**src/design/ebp_pkg.sv**
```systemverilog
/*
 * constants and carrier types for the eight-bit port with analog select.
 * assumes a register port with one-cycle read latency and synchronous pins.
 */
package ebp_pkg;
	// =====================================
	// register map
	localparam logic [15:0] EBP_ADDR_DATA_LATCH    = 16'h0003;
	localparam logic [15:0] EBP_ADDR_DIRECTION     = 16'h0006;
	localparam logic [15:0] EBP_ADDR_INPUT_CONTROL = 16'h0007;
	// =====================================
	// reset values
	localparam logic [7:0]  EBP_RST_DATA_LATCH     = 8'h00;
	localparam logic [7:0]  EBP_RST_DIRECTION      = 8'h00;
	localparam logic [7:0]  EBP_RST_INPUT_CONTROL  = 8'hFF;
	// =====================================
	// alternate function bit positions
	localparam int          EBP_WAKEUP_LSB         = 3;
	localparam int          EBP_IRQ_ZERO_BIT       = 1;
	localparam int          EBP_EMERGENCY_BIT      = 0;
	// =====================================
	// register bus request
	typedef struct packed {
		logic [15:0] addr;
		logic [7:0]  wdata;
		logic        wr;
		logic        rd;
	} ebp_req_t;
	// =====================================
	// pin group, output enable low while driving
	typedef struct packed {
		logic [7:0] out;
		logic [7:0] oe_n;
	} ebp_pin_t;
endpackage : ebp_pkg

```
**src/design/ebp_port.sv**
```systemverilog
/*
 * eight-bit port: latch, direction and input control registers, pin drive,
 * alternate function routing. assumes software follows the setup order.
 */
`timescale 1ns/1ps
module ebp_port (
	// clock and reset
	input  wire logic          clk_i,
	input  wire logic          rst_i,
	// register port
	input  wire ebp_pkg::ebp_req_t req_i,
	output logic [7:0]         rdata_o,
	// pins
	input  wire logic [7:0]    pin_i,
	output ebp_pkg::ebp_pin_t  pin_o,
	// alternate functions
	output logic [7:0]         analog_enable_o,
	output logic [3:0]         wakeup_key_o,
	output logic               external_irq_zero_o,
	output logic               emergency_halt_input_o
);
	logic [7:0] port_three_data_latch;
	logic [7:0] port_three_direction;
	logic [7:0] port_three_input_control;
	logic [7:0] digital_in;
	logic [7:0] next_read;

	// =====================================
	// per-bit read selection
	function automatic logic [7:0] ebp_read_sel(input logic [7:0] dir,
		input logic [7:0] ictl, input logic [7:0] latch, input logic [7:0] pin);
		logic [7:0] v;
		v = 8'h00;
		for (int i = 0; i < 8; i++) begin
			if (dir[i]) begin
				v[i] = latch[i];
			end else if (ictl[i]) begin
				v[i] = pin[i];
			end else begin
				v[i] = 1'b0;
			end
		end
		return v;
	endfunction : ebp_read_sel

	// =====================================
	// digital input gating: analog pins never toggle the logic
	assign digital_in = pin_i & port_three_input_control;

	// =====================================
	// registers
	always_ff @(posedge clk_i) begin
		if (rst_i) begin
			port_three_data_latch <= ebp_pkg::EBP_RST_DATA_LATCH;
		end else if (req_i.wr && req_i.addr == ebp_pkg::EBP_ADDR_DATA_LATCH) begin
			// read-modify-write happens in software, so whatever it wrote lands
			port_three_data_latch <= req_i.wdata;
		end
	end

	always_ff @(posedge clk_i) begin
		if (rst_i) begin
			port_three_direction <= ebp_pkg::EBP_RST_DIRECTION;
		end else if (req_i.wr && req_i.addr == ebp_pkg::EBP_ADDR_DIRECTION) begin
			port_three_direction <= req_i.wdata;
		end
	end

	always_ff @(posedge clk_i) begin
		if (rst_i) begin
			port_three_input_control <= ebp_pkg::EBP_RST_INPUT_CONTROL;
		end else if (req_i.wr && req_i.addr == ebp_pkg::EBP_ADDR_INPUT_CONTROL) begin
			port_three_input_control <= req_i.wdata;
		end
	end

	// =====================================
	// read data, valid the cycle after the strobe only
	always_comb begin
		next_read = 8'h00;
		if (req_i.addr == ebp_pkg::EBP_ADDR_DATA_LATCH) begin
			next_read = ebp_read_sel(port_three_direction, port_three_input_control,
				port_three_data_latch, pin_i);
		end else if (req_i.addr == ebp_pkg::EBP_ADDR_DIRECTION) begin
			next_read = port_three_direction;
		end else if (req_i.addr == ebp_pkg::EBP_ADDR_INPUT_CONTROL) begin
			next_read = port_three_input_control;
		end
	end

	always_ff @(posedge clk_i) begin
		if (rst_i) begin
			rdata_o <= 8'h00;
		end else if (req_i.rd) begin
			rdata_o <= next_read;
		end else begin
			rdata_o <= 8'h00;
		end
	end

	// =====================================
	// pin drive, registered so outputs come from flops
	always_ff @(posedge clk_i) begin
		if (rst_i) begin
			pin_o.out  <= 8'h00;
			pin_o.oe_n <= 8'hFF;
		end else begin
			pin_o.out  <= port_three_data_latch;
			pin_o.oe_n <= ~port_three_direction;
		end
	end

	// =====================================
	// alternate function routing
	always_ff @(posedge clk_i) begin
		if (rst_i) begin
			analog_enable_o        <= 8'h00;
			wakeup_key_o           <= 4'h0;
			external_irq_zero_o    <= 1'b0;
			emergency_halt_input_o <= 1'b0;
		end else begin
			// analog channel live only when direction and input control are clear
			analog_enable_o        <= ~(port_three_direction | port_three_input_control);
			wakeup_key_o           <= digital_in[ebp_pkg::EBP_WAKEUP_LSB +: 4];
			external_irq_zero_o    <= digital_in[ebp_pkg::EBP_IRQ_ZERO_BIT];
			emergency_halt_input_o <= digital_in[ebp_pkg::EBP_EMERGENCY_BIT];
		end
	end
endmodule : ebp_port

```
**config.mk**
```make
export PLATFORM = sky130hd
export DESIGN_NAME = ebp_port
export DESIGN_NICKNAME = d
export VERILOG_FILES = /design/src/design/ebp_pkg.sv /design/src/design/ebp_port.sv
export SDC_FILE = /design/constraint.sdc
export NUM_CORES = 1
export LEC_CHECK = 0
export BUFFER_PORTS_ARGS = -buffer_cell sky130_fd_sc_hd__buf_2
export CORE_ASPECT_RATIO = 0.75
export CORE_MARGIN = 4
export CORE_UTILIZATION = 50
export DETAILED_ROUTE_END_ITERATION = 7
export HOLD_SLACK_MARGIN = 0.05
export PLACE_DENSITY = 0.84
export SLEW_MARGIN = 20
export SYNTH_ARGS = -nofsm -noshare
export SYNTH_HDL_FRONTEND = slang
export SYNTH_SLANG_ARGS = --single-unit
```
**constraint.sdc**
```tcl
create_clock -name clk_i -period 4.3 [get_ports clk_i]
set_clock_uncertainty 0.1 [all_clocks]
set_input_delay 0.645 -clock clk_i [delete_from_list [all_inputs] [get_ports clk_i]]
set_output_delay 0.645 -clock clk_i [all_outputs]
set_load 0.05 [all_outputs]
```
==> key figures, run 1 <==
Clock network
  • Clock Tree Buf Depth: 2
  • H-tree levels: 3
  • CTS tree: yes
  • Clock Latency Late Sink: 0.33 ns
  • Sink Count: 62
  • # resized after CTS: 0
  • Setup Fix Bufs, Post-CTS: 0
  • CTS clk-pin slew, worst paths: 0.06 ns
  • CTS Hold Bufs: 0
  • CTS Buf Count: 9
  • CTS Root Cell: clkbuf_8

Placed design
  • Placed Area: 2665 um2
  • GP Congestion: 0.6913
  • HPWL after DPL: 3497 um
  • Buffers on Ports: 73

STA
  • Fmax achieved: 406.2 MHz
  • Final hold violation count: 0
  • Fin Setup TNS: 0 ns
  • Final setup vio count: 0
  • Max-slew violation count: 0
  • Hold slack: 0.3794 ns
  • Tcrit/Tclk final: 57.25%
  • Minimum clock period: 2.462 ns
  • Relative slew slack: 40.82%
  • Slew @ Worst Pin: 0.8838 ns
  • Unrepaired setup endpoints after global routing: false

Worst setup path
  • Crit Path Max Fanout: 17
  • Critical Path, Cell by Cell: buf_2, nor4_4, nand4_2, nor3b_2, mux2i_1
  • Crit start category: primary input
  • Slowest stage delay, CP: 0.85 ns
  • Critical Path RT: 4.46 ns
  • R2R depth: 4
  • Critical path's slowest cell: nor3b_2
  • Critical Path Sink Type: flip-flop
  • Crit Path Class: primary input to flip-flop
  • Worst path arrival time: 2.62 ns

Synthesis
  • Synth unique cells: 31
  • Flops & latches, synth: 62
  • Post-synthesis xor/xnor area fraction: 0%
  • Main combinational cell family by area after synthesis: simple AND/OR/NAND/NOR gates
  • Average size of a mapped cell: 10.14 um2
  • Synth Area in Compound Gates: 17.25%
  • Warnings, synthesis: 0
  • Mapped cell area: 2292 um2
  • Cells after synthesis: 226
  • Syn_nets: 262
  • Sequential-to-total area share from yosys stat: 54.15%
  • Mux contribution to synthesized area: 3.493%
  • Synth Area in Adders: 0%
  • Simple-gate portion of the synthesized area: 22.33%

Drt
  • Via count: 1921
  • DRC viols: 0
  • Wirelength per Cell: 14.25 um
  • Remaining antenna violation count after routing: 0
  • Drt first pass iters: 4
  • Routed wire length: 5101 um
  • DR vias/cell: 5.366
  • Initial drt markers: 118

Power
  • Max rail drop VDD: 0.2367 mV
  • P_leak: 1.223 nW
  • Logic pwr share: 6.7%
  • Clock share of power: 40.0%
  • Sw Ratio: 22.42%
  • Internal power: 840.4 uW
  • Switch Pwr: 242.9 uW
  • Flop pwr share: 53.4%
  • Pwr/cell area: 382.4 nW/um2

Floorplan
  • Area of the die: 5743 um2
  • Rows: 21
  • Starting Density: 51.62%
  • I/O pin cnt: 74
  • Core area: 4441 um2
  • Die Y: 66.64 um
  • Die X: 86.18 um

GRT
  • Total grt overflow: 0
  • GRT Total Usage: 19.11%
  • Antenna violations before repair: 0
  • Largest net degree at the start of global routing: 48
  • Number of global-route vias before repair: 1837
  • First-pass GRT wire length: 8252 um

Cells and area
  • Synth-to-Final Area Change: 23.58%
  • Post-route cell area: 2833 um2
  • Layout Nets: 333
  • N_diodes: 0
  • Share of cells above drive strength 1: 32.89%

Hold path
  • Cells on Worst Hold Path: 1
  • Hold crit path type: flip-flop to flip-flop

Run
  • Max-cap violations: 0

Outcome
  • Outcome: finished, final reports clean
-- final cells by class --
type / instances / area (um2)
well taps: 57 / 71.32
repair buffers: 73 / 365.4
clock inverters: 1 / 5.005
fillers: 372 / 1608
flip-flops and latches: 62 / 1241
clock buffers: 14 / 162.7
multi-input cells: 151 / 987.2
-- state kept, by name, summed over array words and instances (netlist names) --
name	count
port_three_input_control	8
emergency_halt_input_o	1
port_three_data_latch	8
analog_enable_o	8
pin_o	16
wakeup_key_o	4
external_irq_zero_o	1
rdata_o	8
port_three_direction	8
-- stage by stage --
step,setup WS [ns],util (%),power [mW],std cells
global route,1.678,63.79,1.127,358
detailed placement,1.509,60.02,0.6628,343
finish,1.838,63.79,1.083,358
floorplan,2.390,-,0.6336,226
CTS,1.851,63.79,1.093,358
global placement,1.574,60.02,0.6616,343
-- synth_stat cells (all sizes together) --
library cell,n,area (um2)
dfxtp,62,1241
o21ai,27,135.1
nor2,20,75.07
nand2,17,63.81
nand2b,17,106.4
a21oi,13,65.06
clkbuf,10,43.80
nor2b,9,56.30
a31oi,8,50.05
mux2i,8,80.08
nor3,8,40.04
a2111oi,5,100.1
a211oi,3,22.52
a21o,3,22.52
and4,3,30.03
buf,3,20.01
nor4,3,63.81
and3b,2,18.77
nand4,2,18.77
and2,1,6.260
nand3b,1,20.02
nor3b,1,12.51
-- metal layers --
metal | routed length [um] | GRT usage, % | up-vias
met5 | 0 | 0 | -
met4 | 75 | 8.366 | 0
met3 | 634 | 8.405 | 8
met2 | 2329 | 30.19 | 102
met1 | 2061 | 22.60 | 865
li1 | - | - | 946
-- path summary, 6_finish.rpt --
| kind | to | start | slack (ns) |
|---|---|---|---|
| min | pin_o[5] | port_three_direction[5] | 0.38 |
| max | port_three_direction[1] | req_i[19] | 1.84 |
| min reg2reg | pin_o[5] | port_three_direction[5] | 0.38 |
| max reg2reg | rdata_o[4] | port_three_input_control[4] | 3.11 |
-- cells in the final DEF (no fill, tap or decap) --
cell type and instances:
nor3b_2 1, dfxtp_1 62, nor2b_1 9, mux2i_1 8, a211oi_1 3, nor2_1 20
a31oi_1 8, nor3_1 8, nor4_4 3, a21oi_1 13, and2_1 1, and4_1 1
nand2b_1 17, and4_4 1, a2111oi_2 3, o21ai_0 27, and3b_1 1, clkbuf_8 11
buf_2 73, and3b_2 1, nand4_2 1, and4_2 1, a21o_1 3, clkbuf_1 3
clkinv_2 1, a2111oi_4 2, nand3b_4 1, nand4_1 1, nand2_1 17
-- cells by family after synthesis --
logic type / after synthesis
buf+inv: 13
flops: 62
simple gates: 84
compound gates: 59
mux: 8
-- power by group through the flow --
stage | clock network, mW | registers (mW) | logic, mW
after floorplan | 0 | 0.602 | 0.0318
after detailed placement | 0 | 0.591 | 0.0721
final | 0.433 | 0.578 | 0.0725
after global placement | 0 | 0.591 | 0.0710
after CTS | 0.442 | 0.578 | 0.0725
after global routing | 0.470 | 0.578 | 0.0790
-- critical path, delay by kind of cell --
kind          cells  cell delay [ns]
buf+inv           1             0.11
simple gates      3             1.59
mux               1             0.26
Note: power is estimated with default switching activity, not from simulation.
==> inputs of run 2 (changes only) <==
--- a/config.mk
+++ b/config.mk
@@ -8,10 +8,10 @@
 export BUFFER_PORTS_ARGS = -buffer_cell sky130_fd_sc_hd__buf_2
 export CORE_ASPECT_RATIO = 0.75
 export CORE_MARGIN = 4
-export CORE_UTILIZATION = 50
+export CORE_UTILIZATION = 45
 export DETAILED_ROUTE_END_ITERATION = 7
 export HOLD_SLACK_MARGIN = 0.05
-export PLACE_DENSITY = 0.84
+export PLACE_DENSITY = 0.8
 export SLEW_MARGIN = 20
 export SYNTH_ARGS = -nofsm -noshare
 export SYNTH_HDL_FRONTEND = slang
==> constraint.sdc (replaced) <==
create_clock -name clk_i -period 2.25 [get_ports clk_i]
set_clock_uncertainty 0.1 [all_clocks]
set_input_delay 0.3375 -clock clk_i [delete_from_list [all_inputs] [get_ports clk_i]]
set_output_delay 0.3375 -clock clk_i [all_outputs]
set_load 0.05 [all_outputs]
==> run 2 against run 1 <==
Critical path depth unchanged. Setup slack worse by 1.1 ns. Clock-buffer cell count down 5. Non-clock buffer count up 4. Total power up 100%. Worst hold slack worse by 0.25 ns. Die area up 9.9%. Critical path type unchanged. Critical endpoint is now rdata_o[5].
==> key figures, run 2 (synthesis gave the netlist of run 1 again) <==
Power
  • Sw Ratio: 24.51% (+2.1 points)
  • Pwr/cell area: 758.6 nW/um2 (+98%)
  • Switch Pwr: 541.1 uW (+120%)
  • Max rail drop VDD: 0.5731 mV (+140%)
  • Clock share of power: 43.5% (+3.5 points)
  • Internal power: 1.667 mW (+98%)
  • Flop pwr share: 50.0% (-3.4 points)
  • P_leak: 1.252 nW (+2.4%)
  • Logic pwr share: 6.5% (-0.2 points)

STA
  • Relative slew slack: 64.06% (+23 points)
  • Max-slew violation count: 0 (unchanged)
  • Unrepaired setup endpoints after global routing: false
  • Fmax achieved: 664.2 MHz
  • Final hold violation count: 0 (unchanged)
  • Worst setup margin: 0.7443 ns (-1.094 ns)
  • Fin Setup TNS: 0 ns (unchanged)
  • Tcrit/Tclk final: 66.92%
  • Slew @ Worst Pin: 0.5378 ns (-0.3460 ns)
  • Minimum clock period: 1.506 ns
  • Final setup vio count: 0 (unchanged)

Drt
  • Routed wire length: 5386 um (+5.6%)
  • Drt first pass iters: 4 (unchanged)
  • Wirelength per Cell: 14.72 um (+3.3%)
  • DRC viols: 0 (unchanged)
  • Via count: 1861 (-3.1%)
  • DR vias/cell: 5.085 (-5.2%)
  • Initial drt markers: 126 (+6.8%)
  • Remaining antenna violation count after routing: 0 (unchanged)

Floorplan
  • Core area: 4900 um2 (+10%)
  • Die Y: 69.81 um (+4.8%)
  • I/O pin cnt: 74 (unchanged)
  • Starting Density: 46.78% (-4.8 points)
  • Die X: 90.41 um (+4.9%)
  • Rows: 22 (+4.8%)
  • Area of the die: 6312 um2 (+9.9%)

GRT
  • Total grt overflow: 0 (unchanged)
  • GRT Total Usage: 17.34% (-1.8 points)
  • Antenna violations before repair: 0 (unchanged)
  • Number of global-route vias before repair: 1839 (+0.11%)
  • Largest net degree at the start of global routing: 28 (-42%)
  • First-pass GRT wire length: 8576 um (+3.9%)

Clock network
  • Setup Fix Bufs, Post-CTS: 0 (unchanged)
  • Sink Count: 62 (unchanged)
  • Clock Tree Buf Depth: 2 (unchanged)
  • Clock Latency Late Sink: 0.35 ns (+0.02 ns)
  • CTS Hold Bufs: 0 (unchanged)
  • CTS clk-pin slew, worst paths: 0.07 ns (about the same)
  • CTS tree: yes
  • CTS Root Cell: clkbuf_8
  • CTS Buf Count: 9 (unchanged)
  • # resized after CTS: 0 (unchanged)
  • H-tree levels: 3 (unchanged)

Cells and area
  • Largest register by flop count: pin_o
  • Synth-to-Final Area Change: 26.97%
  • Layout Nets: 337 (+1.2%)
  • Largest register FFs: 16 (unchanged)
  • Most frequent cells in the layout: 73 x buf_2, 62 x dfxtp_1, 27 x o21ai_0
  • Commonest non-fill, non-tap cell in the layout: buf_2
  • Share of cells above drive strength 1: 34.97% (+2.1 points)
  • N_diodes: 0 (unchanged)
  • Fillcell total: 434 (+17%)

Worst setup path
  • Crit start category: primary input
  • Critical Path RT: 2.37 ns (-2.09 ns)
  • Crit Path Class: primary input to flip-flop
  • Critical Path Sink Type: flip-flop
  • Crit Path Max Fanout: 8 (-9)
  • Worst path arrival time: 1.62 ns (-1.00 ns)

Placed design
  • GP Congestion: 0.7691 (+11%)
  • Pre-CTS setup slack: 0.3808 ns (-1.128 ns)
  • HPWL after DPL: 3750 um (+7.2%)
  • Buffers on Ports: 73 (unchanged)

Run
  • Max-cap violations: 0 (unchanged)

Outcome
  • Outcome: finished, final reports clean

Hold path
  • Hold crit path type: primary input to flip-flop
==> run 2: changes by cell type in the layout (fill, tap and decap cells not counted) <==
cell,previous run,this run
buf_12,0,1
bufinv_16,0,1
buf_4,0,3
clkbuf_8,11,9
clkbuf_1,3,0
clkinvlp_4,0,3
clkinv_4,0,2
==> run 2: path summary, 6_finish.rpt <==
| check | from | cells past startpoint | slack (ns) | to |
|---|---|---|---|---|
| worst max-delay path | req_i[19] | 5 | 0.74 | rdata_o[5] |
| worst min-delay path | req_i[5] | 3 | 0.12 | port_three_input_control[3] |
| worst max register to register | port_three_input_control[0] | 4 | 1.00 | rdata_o[0] |
| worst min register to register | port_three_direction[4] | 1 | 0.37 | pin_o[4] |
==> run 2: per-stage QoR <==
step	utilization, %	power (mW)	hold WS (ns)	area [um2]	std cells
after detailed placement	55.34	1.272	0.3586	2711	350
after floorplan	-	1.211	0.3297	2292	226
after global placement	55.34	1.269	0.3575	2711	350
final	59.40	2.208	0.1247	2910	366
after global routing	59.40	2.283	0.1390	2910	366
after CTS	59.40	2.221	0.1165	2910	366
==> run 2: metal layers <==
metal / vias to the layer above / share of wire, % / global-route usage (%)
met5: - / 0 / 0
met4: 0 / 1.4 / 5.942
met3: 9 / 7.5 / 7.809
met2: 54 / 47 / 27.98
met1: 846 / 44 / 20.51
li1: 952 / - / -
==> run 2: worst max-delay path, cell delays in order <==
cell	delay, ns
buf_2	0.12
nor4_4	0.35
and4_4	0.30
and3b_2	0.38
a211oi_1	0.14
==> run 2: layout make-up <==
type | count | area (um2) | area share, %
Clock inverter | 7 | 75.07 | 2.580
Tap cell | 60 | 75.07 | 2.580
Clock buffer | 9 | 123.9 | 4.256
Timing Repair Buffer | 77 | 407.9 | 14.02
Multi-Input combinational cell | 151 | 987.2 | 33.92
Sequential cell | 62 | 1241 | 42.65
==> run 2: power by group through the flow <==
stage	combinational, mW	clock (mW)	sequential (mW)
after floorplan	0.0608	0	1.15
after global placement	0.140	0	1.13
after detailed placement	0.143	0	1.13
after CTS	0.144	0.974	1.10
after global routing	0.157	1.02	1.10
final	0.144	0.960	1.10
